$ cat src/logic/auxrr_pkg.sv
// How it works
// - Low internal reference low byte reads at 0x05b9.
// - Second bandgap high byte reads at 0x05ba.
// - Second bandgap low byte reads at 0x05bb.
// - Reading bandgap high byte freezes its low byte until both are read.
// - Always-on supply reference high byte at 0x05be, low byte at 0x05bf.
// - Reading always-on high byte freezes its low byte until both are read.
// - Analog supply reference high byte reads at 0x05c0.
// - Reading analog supply high byte freezes its low byte until both are read.
// - Reading low reference high byte freezes its low byte until both are read.
package auxrr_pkg;

    localparam int unsigned NUM_PAIRS = 4;
    localparam int unsigned ADDR_W    = 16;
    localparam int unsigned RES_W     = 16;

    localparam logic [15:0] OFS_LOWREF_HI  = 16'h05b8;
    localparam logic [15:0] OFS_LOWREF_LO  = 16'h05b9;
    localparam logic [15:0] OFS_BANDGAP_HI = 16'h05ba;
    localparam logic [15:0] OFS_BANDGAP_LO = 16'h05bb;
    localparam logic [15:0] OFS_AON_HI     = 16'h05be;
    localparam logic [15:0] OFS_AON_LO     = 16'h05bf;
    localparam logic [15:0] OFS_ASUP_HI    = 16'h05c0;
    localparam logic [15:0] OFS_ASUP_LO    = 16'h05c1;

    localparam logic [7:0] RST_HIGH = 8'h80;
    localparam logic [7:0] RST_LOW  = 8'h00;
    localparam logic [7:0] RD_NONE  = 8'h00;

    // Converter channel code that selects which pair a finished conversion loads
    typedef enum logic [1:0] {
        CH_LOW_INT_REF   = 2'h0,
        CH_BANDGAP2      = 2'h1,
        CH_ALWAYS_ON     = 2'h2,
        CH_ANALOG_SUPPLY = 2'h3
    } auxrr_chan_t;

    function automatic logic [15:0] high_ofs(input logic [1:0] idx);
        logic [15:0] ofs;
        ofs = OFS_LOWREF_HI;
        case (idx)
            2'h0: ofs = OFS_LOWREF_HI;
            2'h1: ofs = OFS_BANDGAP_HI;
            2'h2: ofs = OFS_AON_HI;
            2'h3: ofs = OFS_ASUP_HI;
            default: ofs = OFS_LOWREF_HI;
        endcase
        return ofs;
    endfunction

    function automatic logic [15:0] low_ofs(input logic [1:0] idx);
        logic [15:0] ofs;
        ofs = OFS_LOWREF_LO;
        case (idx)
            2'h0: ofs = OFS_LOWREF_LO;
            2'h1: ofs = OFS_BANDGAP_LO;
            2'h2: ofs = OFS_AON_LO;
            2'h3: ofs = OFS_ASUP_LO;
            default: ofs = OFS_LOWREF_LO;
        endcase
        return ofs;
    endfunction

endpackage

$ cat src/logic/auxrr_pair.sv
module auxrr_pair (
    input  wire logic        core_clk_in,
    input  wire logic        sys_rst_in,
    input  wire logic [15:0] result_in,
    input  wire logic        sample_in,
    input  wire logic        rd_high_in,
    input  wire logic        rd_low_in,
    output logic      [7:0]  high_out,
    output logic      [7:0]  low_out,
    output logic             lock_out
);

    typedef struct packed {
        logic [7:0] high;
        logic [7:0] low;
        logic       lock;
    } auxrr_pair_t;

    auxrr_pair_t s_q;
    auxrr_pair_t s_d;

    always_comb begin
        s_d = s_q;
        if (sample_in) begin
            s_d.high = result_in[15:8];
            // A high read in this very cycle also blocks the low byte, so the
            // low byte stays paired with the high byte being returned
            if (!(s_q.lock || rd_high_in)) begin
                s_d.low = result_in[7:0];
            end
        end
        if (rd_high_in) begin
            s_d.lock = 1'b1;
        end else if (rd_low_in) begin
            s_d.lock = 1'b0;
        end
    end

    always_ff @(posedge core_clk_in or posedge sys_rst_in) begin
        if (sys_rst_in) begin
            s_q <= '{high: auxrr_pkg::RST_HIGH, low: auxrr_pkg::RST_LOW, lock: 1'b0};
        end else begin
            s_q <= s_d;
        end
    end

    assign high_out = s_q.high;
    assign low_out  = s_q.low;
    assign lock_out = s_q.lock;

endmodule

$ cat src/logic/auxrr_regs.sv
module auxrr_regs (
    input  wire logic        core_clk_in,
    input  wire logic        sys_rst_in,
    input  wire logic [15:0] reg_addr_in,
    input  wire logic [7:0]  reg_wdata_in,
    input  wire logic        reg_wr_in,
    input  wire logic        reg_rd_in,
    output logic      [7:0]  reg_rdata_out,
    input  wire logic        conv_valid_in,
    input  wire logic [1:0]  conv_chan_in,
    input  wire logic [15:0] conv_result_in,
    output logic      [3:0]  lock_out
);

    typedef struct packed {
        logic [7:0] rdata;
    } auxrr_top_t;

    auxrr_top_t s_q;
    auxrr_top_t s_d;

    logic [7:0] high_w [auxrr_pkg::NUM_PAIRS];
    logic [7:0] low_w  [auxrr_pkg::NUM_PAIRS];
    logic [3:0] lock_w;
    logic [3:0] rd_high_w;
    logic [3:0] rd_low_w;
    logic [3:0] sample_w;

    genvar gi;
    generate
        for (gi = 0; gi < 4; gi++) begin : g_pair
            assign rd_high_w[gi] = reg_rd_in &&
                (reg_addr_in == auxrr_pkg::high_ofs(2'(gi)));
            assign rd_low_w[gi]  = reg_rd_in &&
                (reg_addr_in == auxrr_pkg::low_ofs(2'(gi)));
            assign sample_w[gi]  = conv_valid_in && (conv_chan_in == 2'(gi));

            auxrr_pair u_pair (
                .core_clk_in (core_clk_in),
                .sys_rst_in  (sys_rst_in),
                .result_in   (conv_result_in),
                .sample_in   (sample_w[gi]),
                .rd_high_in  (rd_high_w[gi]),
                .rd_low_in   (rd_low_w[gi]),
                .high_out    (high_w[gi]),
                .low_out     (low_w[gi]),
                .lock_out    (lock_w[gi])
            );
        end
    endgenerate

    // Write data is accepted and dropped: every register here is read-only
    logic wr_unused;
    assign wr_unused = reg_wr_in & (|reg_wdata_in);

    always_comb begin
        s_d = s_q;
        s_d.rdata = auxrr_pkg::RD_NONE;
        if (reg_rd_in) begin
            unique case (reg_addr_in)
                auxrr_pkg::OFS_LOWREF_HI:  s_d.rdata = high_w[0];
                auxrr_pkg::OFS_LOWREF_LO:  s_d.rdata = low_w[0];
                auxrr_pkg::OFS_BANDGAP_HI: s_d.rdata = high_w[1];
                auxrr_pkg::OFS_BANDGAP_LO: s_d.rdata = low_w[1];
                auxrr_pkg::OFS_AON_HI:     s_d.rdata = high_w[2];
                auxrr_pkg::OFS_AON_LO:     s_d.rdata = low_w[2];
                auxrr_pkg::OFS_ASUP_HI:    s_d.rdata = high_w[3];
                auxrr_pkg::OFS_ASUP_LO:    s_d.rdata = low_w[3];
                default:                   s_d.rdata = auxrr_pkg::RD_NONE;
            endcase
        end
    end

    always_ff @(posedge core_clk_in or posedge sys_rst_in) begin
        if (sys_rst_in) begin
            s_q <= '{rdata: auxrr_pkg::RD_NONE};
        end else begin
            s_q <= s_d;
        end
    end

    assign reg_rdata_out = s_q.rdata;
    assign lock_out      = lock_w;

    logic rd_aon_lo_w;
    assign rd_aon_lo_w = reg_rd_in && (reg_addr_in == auxrr_pkg::OFS_AON_LO);

    // Every pair runs the same freeze protocol, so its checks are written once
    genvar ci;
    generate
        for (ci = 0; ci < 4; ci++) begin : g_chk

        end
    endgenerate
endmodule

$ cat config.mk
export PLATFORM = sky130hd
export DESIGN_NAME = auxrr_regs
export DESIGN_NICKNAME = d
export VERILOG_FILES = /design/src/logic/auxrr_pkg.sv /design/src/logic/auxrr_pair.sv /design/src/logic/auxrr_regs.sv
export SDC_FILE = /design/constraint.sdc
export NUM_CORES = 1
export LEC_CHECK = 0
export BUFFER_PORTS_ARGS = -buffer_cell sky130_fd_sc_hd__buf_2
export CORE_AREA = 2 2 80 82
export CTS_CLUSTER_DIAMETER = 50
export DETAILED_ROUTE_END_ITERATION = 12
export DIE_AREA = 0 0 82 84
export GPL_ROUTABILITY_DRIVEN = 1
export HOLD_SLACK_MARGIN = 0.12
export PLACE_DENSITY = 0.83
export SYNTH_ARGS = -nofsm -noshare
export SYNTH_HDL_FRONTEND = slang
export SYNTH_SLANG_ARGS = --single-unit
$ cat constraint.sdc
create_clock -name core_clk_in -period 3.6 [get_ports core_clk_in]
set_clock_uncertainty 0.2 [all_clocks]
set_input_delay 0.18 -clock core_clk_in [delete_from_list [all_inputs] [get_ports core_clk_in]]
set_output_delay 0.18 -clock core_clk_in [all_outputs]
set_load 0.005 [all_outputs]
==> metrics <==
Worst Tran Pin Value=a little over 0.9 ns; Die Wd=82 um; Initial Utilization=57.8%; Power Dens Cells=between 400 and 500 nW/um2; Root Buffer=clkbuf_8; CP Capture Type=flop; CP startpoint=reg_addr_in[1]; Setup crit end=reg_rdata_out[7]; fillers=428; sequential power share=between 50% and 60%; crit path kind=input pin to flop; core area=a little over 6000 um2; Layout Nets=between 300 and 400; FP Rows=29; commonest non-fill, non-tap cells in the layout=mux2_2 (73), dfrtp_1 (72), buf_2 (49), dlygate4sd3_1 (22), a22oi_1 (14); overall power=approximately 1.9 mW; DP Worst Slack=between 1 and 1.5 ns; Post-Layout Inst Area=roughly 4300 um2; flops & latches, synth=76; post-route insts no fill=401; clk sinks=76; Final ANT Viol Nets=0; vias in the first global route=2500; Hold Crit Class=input pin to flop; initial antenna violation count=0; Max transition margin=about 40%; Routed WL per cell=between 20 and 25 um; syn avg cell area=around 15 um2; area of the multi-input gates=between 1500 and 2000 um2; total global-route track usage=around a quarter; register area=1910 um2; WP data required=around 3.7 ns; Worst-path clk slew=approximately 0.070 ns; RR Startpoint=g_pair[3].u_pair.lock_out; FFs w/ async S/R, synth=between 90% and 100%; Tcrit/Tclk final=78.9%; total CTS buffers=9; R2R setup slack=around 1.8 ns; CTS tree=done; Inserted Diodes=0; layout cell share with drive strength beyond 1=a little over half; crit start category=input pin; top_reg_cell synth=dfrtp_1; R2R cell count=2; Iter 0 DRT Violations=between 150 and 200; Critical Path AT=around 2.9 ns; Final Hold Viols=0; DRT Pass-1 Iters=5; worst flop-to-flop path endpoint=g_pair[3].u_pair.low_out[7]; GPL Wtd Cong=a little under 0.8; Max H-tree Level=3; number of placed I/O pins=between 50 and 60; grt total ovfl=0; unrepaired setup endpoints after global routing=no; first-pass GRT wire length=approximately 13000 um; Seq/Total Area, Yosys=between 50% and 60%; leakage power=1.97 nW; Post-synth EDFFs=0; Die Ht=roughly 84 um; Clock power frac=a little under two fifths; P_int=roughly 1.5 mW; Pins Over Slew Limit=0; setup TNS=0 ns; # resized after CTS=0; outcome=finished clean; Tmin final=between 2 and 3 ns; final WL=just over 8000 um; Syn Nets=288; Max Freq=0.352 GHz; net switching fraction of the power=22.6%; Post-Syn Instances=roughly 240; port bufs=between 40 and 50; vias per cell=5.90; final setup fails=0; maximum buffer depth of the clock tree=2; maxcap violations=0; Yosys cell types=32; Area growth syn-to-layout=22.2%; CP max FO=14; Syn. warnings=0; Mapped Area=approximately 3500 um2; cell total after placement=~360; VDD IR max=between 0.2 and 0.3 mV; die footprint=about 7000 um2; post-route worst setup slack=about 0.76 ns; placed inst area=between 3000 and 4000 um2; commonest non-fill, non-tap cell in the layout=mux2_2; largest net degree at the start of global routing=34; combinational share of power=roughly an eighth; dpl hpwl=a little over 5000 um; Psw=~430 uW; Vias=2366; worst-skew pair later-pin latency=0.35 ns; drt drc=0
[critical path, stage by stage]
cell and delay, ns:
dlygate4sd3_1 0.53, buf_2 0.26, or4_1 0.66, nor3b_2 0.37
nand4_1 0.16, dlygate4sd3_1 0.59, a21oi_1 0.14
[how the worst min path moves through the flow]
stage	startpoint	endpoint	slack [ns]	cells after the start
4_1_cts	reg_addr_in[6]	reg_rdata_out[6]	0.14	4
2_1_floorplan	conv_result_in[4]	g_pair[3].u_pair.low_out[4]	0.11	1
3_3_place_gp	sys_rst_in	g_pair[2].u_pair.high_out[1]	0.02	2
3_5_place_dp	sys_rst_in	g_pair[2].u_pair.high_out[1]	0.02	2
5_1_grt	reg_addr_in[6]	reg_rdata_out[6]	0.19	4
6_report	reg_addr_in[6]	reg_rdata_out[6]	0.16	4
[power by group through the flow]
stage                     registers (mW)  logic (mW)  clock network, mW
after floorplan                    0.974       0.147                  0
after global placement             0.982       0.195                  0
after detailed placement           0.988       0.205                  0
after CTS                          0.972       0.224              0.721
after global routing               0.981       0.243              0.756
final                              0.974       0.223              0.709
[sequential cells by signal, indices dropped and copies added (netlist names)]
| signal | cells |
|---|---|
| g_pair.u_pair.low_out | 32 |
| reg_rdata_out | 8 |
| g_pair.u_pair.lock_out | 4 |
| g_pair.u_pair.high_out | 32 |
[logic make-up (layout without fill, tap and decap cells)]
kind of cell	count (synthesis)	in the layout	share of synthesized area, %
multiplexers	86	86	29.9
AND/OR/NAND/NOR	31	31	7.39
flip-flops	76	76	54.2
buffers and inverters	20	103	2.70
AO/OA/AOI/OAI	28	28	5.83
[synth_stat cells (3+ instances only)]
cell type	instances	area share (%)
mux2_2	73	23
dfrtp_1	72	51
a22oi_1	14	3.0
a21oi_1	9	1.3
mux4_2	8	5.1
inv_1	6	0.64
clkbuf_1	5	0.53
buf_4	4	0.85
dfstp_2	4	3.0
mux2i_1	4	1.1
nand3_1	4	0.57
a211oi_2	3	1.1
nand2_1	3	0.32
nand3b_1	3	0.64
nand4_1	3	0.53
[final cells by class]
type | instances | area share, %
well taps | 77 | 2.24
multi-input cells | 145 | 35.3
inverters | 6 | 0.523
flip-flops and latches | 76 | 44.3
clock inverters | 4 | 1.69
repair buffers | 81 | 12.6
clock buffers | 12 | 3.37
[what timing repair did]
| item | 4_1_cts | 5_1_grt |
|---|---|---|
| hold endpoints to repair | 113 | 0 |
| buffers inserted | 0 | 0 |
| hold buffers | 22 | 0 |
[layer usage]
metal / global-route usage (%) / share of wire (%) / vias up
met5: 0 / 0 / -
li1: - / - / 1064
met4: 8.03 / 1.0 / 0
met3: 6.28 / 5.2 / 11
met1: 35.7 / 44 / 1214
met2: 40.9 / 50 / 77
[metrics by stage]
step,util (%),hold WS (ns)
final,70.6,0.159
after global routing,70.6,0.187
after detailed placement,63.4,0.0177
after CTS,70.6,0.143
after floorplan,-,0.115
after global placement,63.4,0.0222
(Power assumes the default switching activity.)
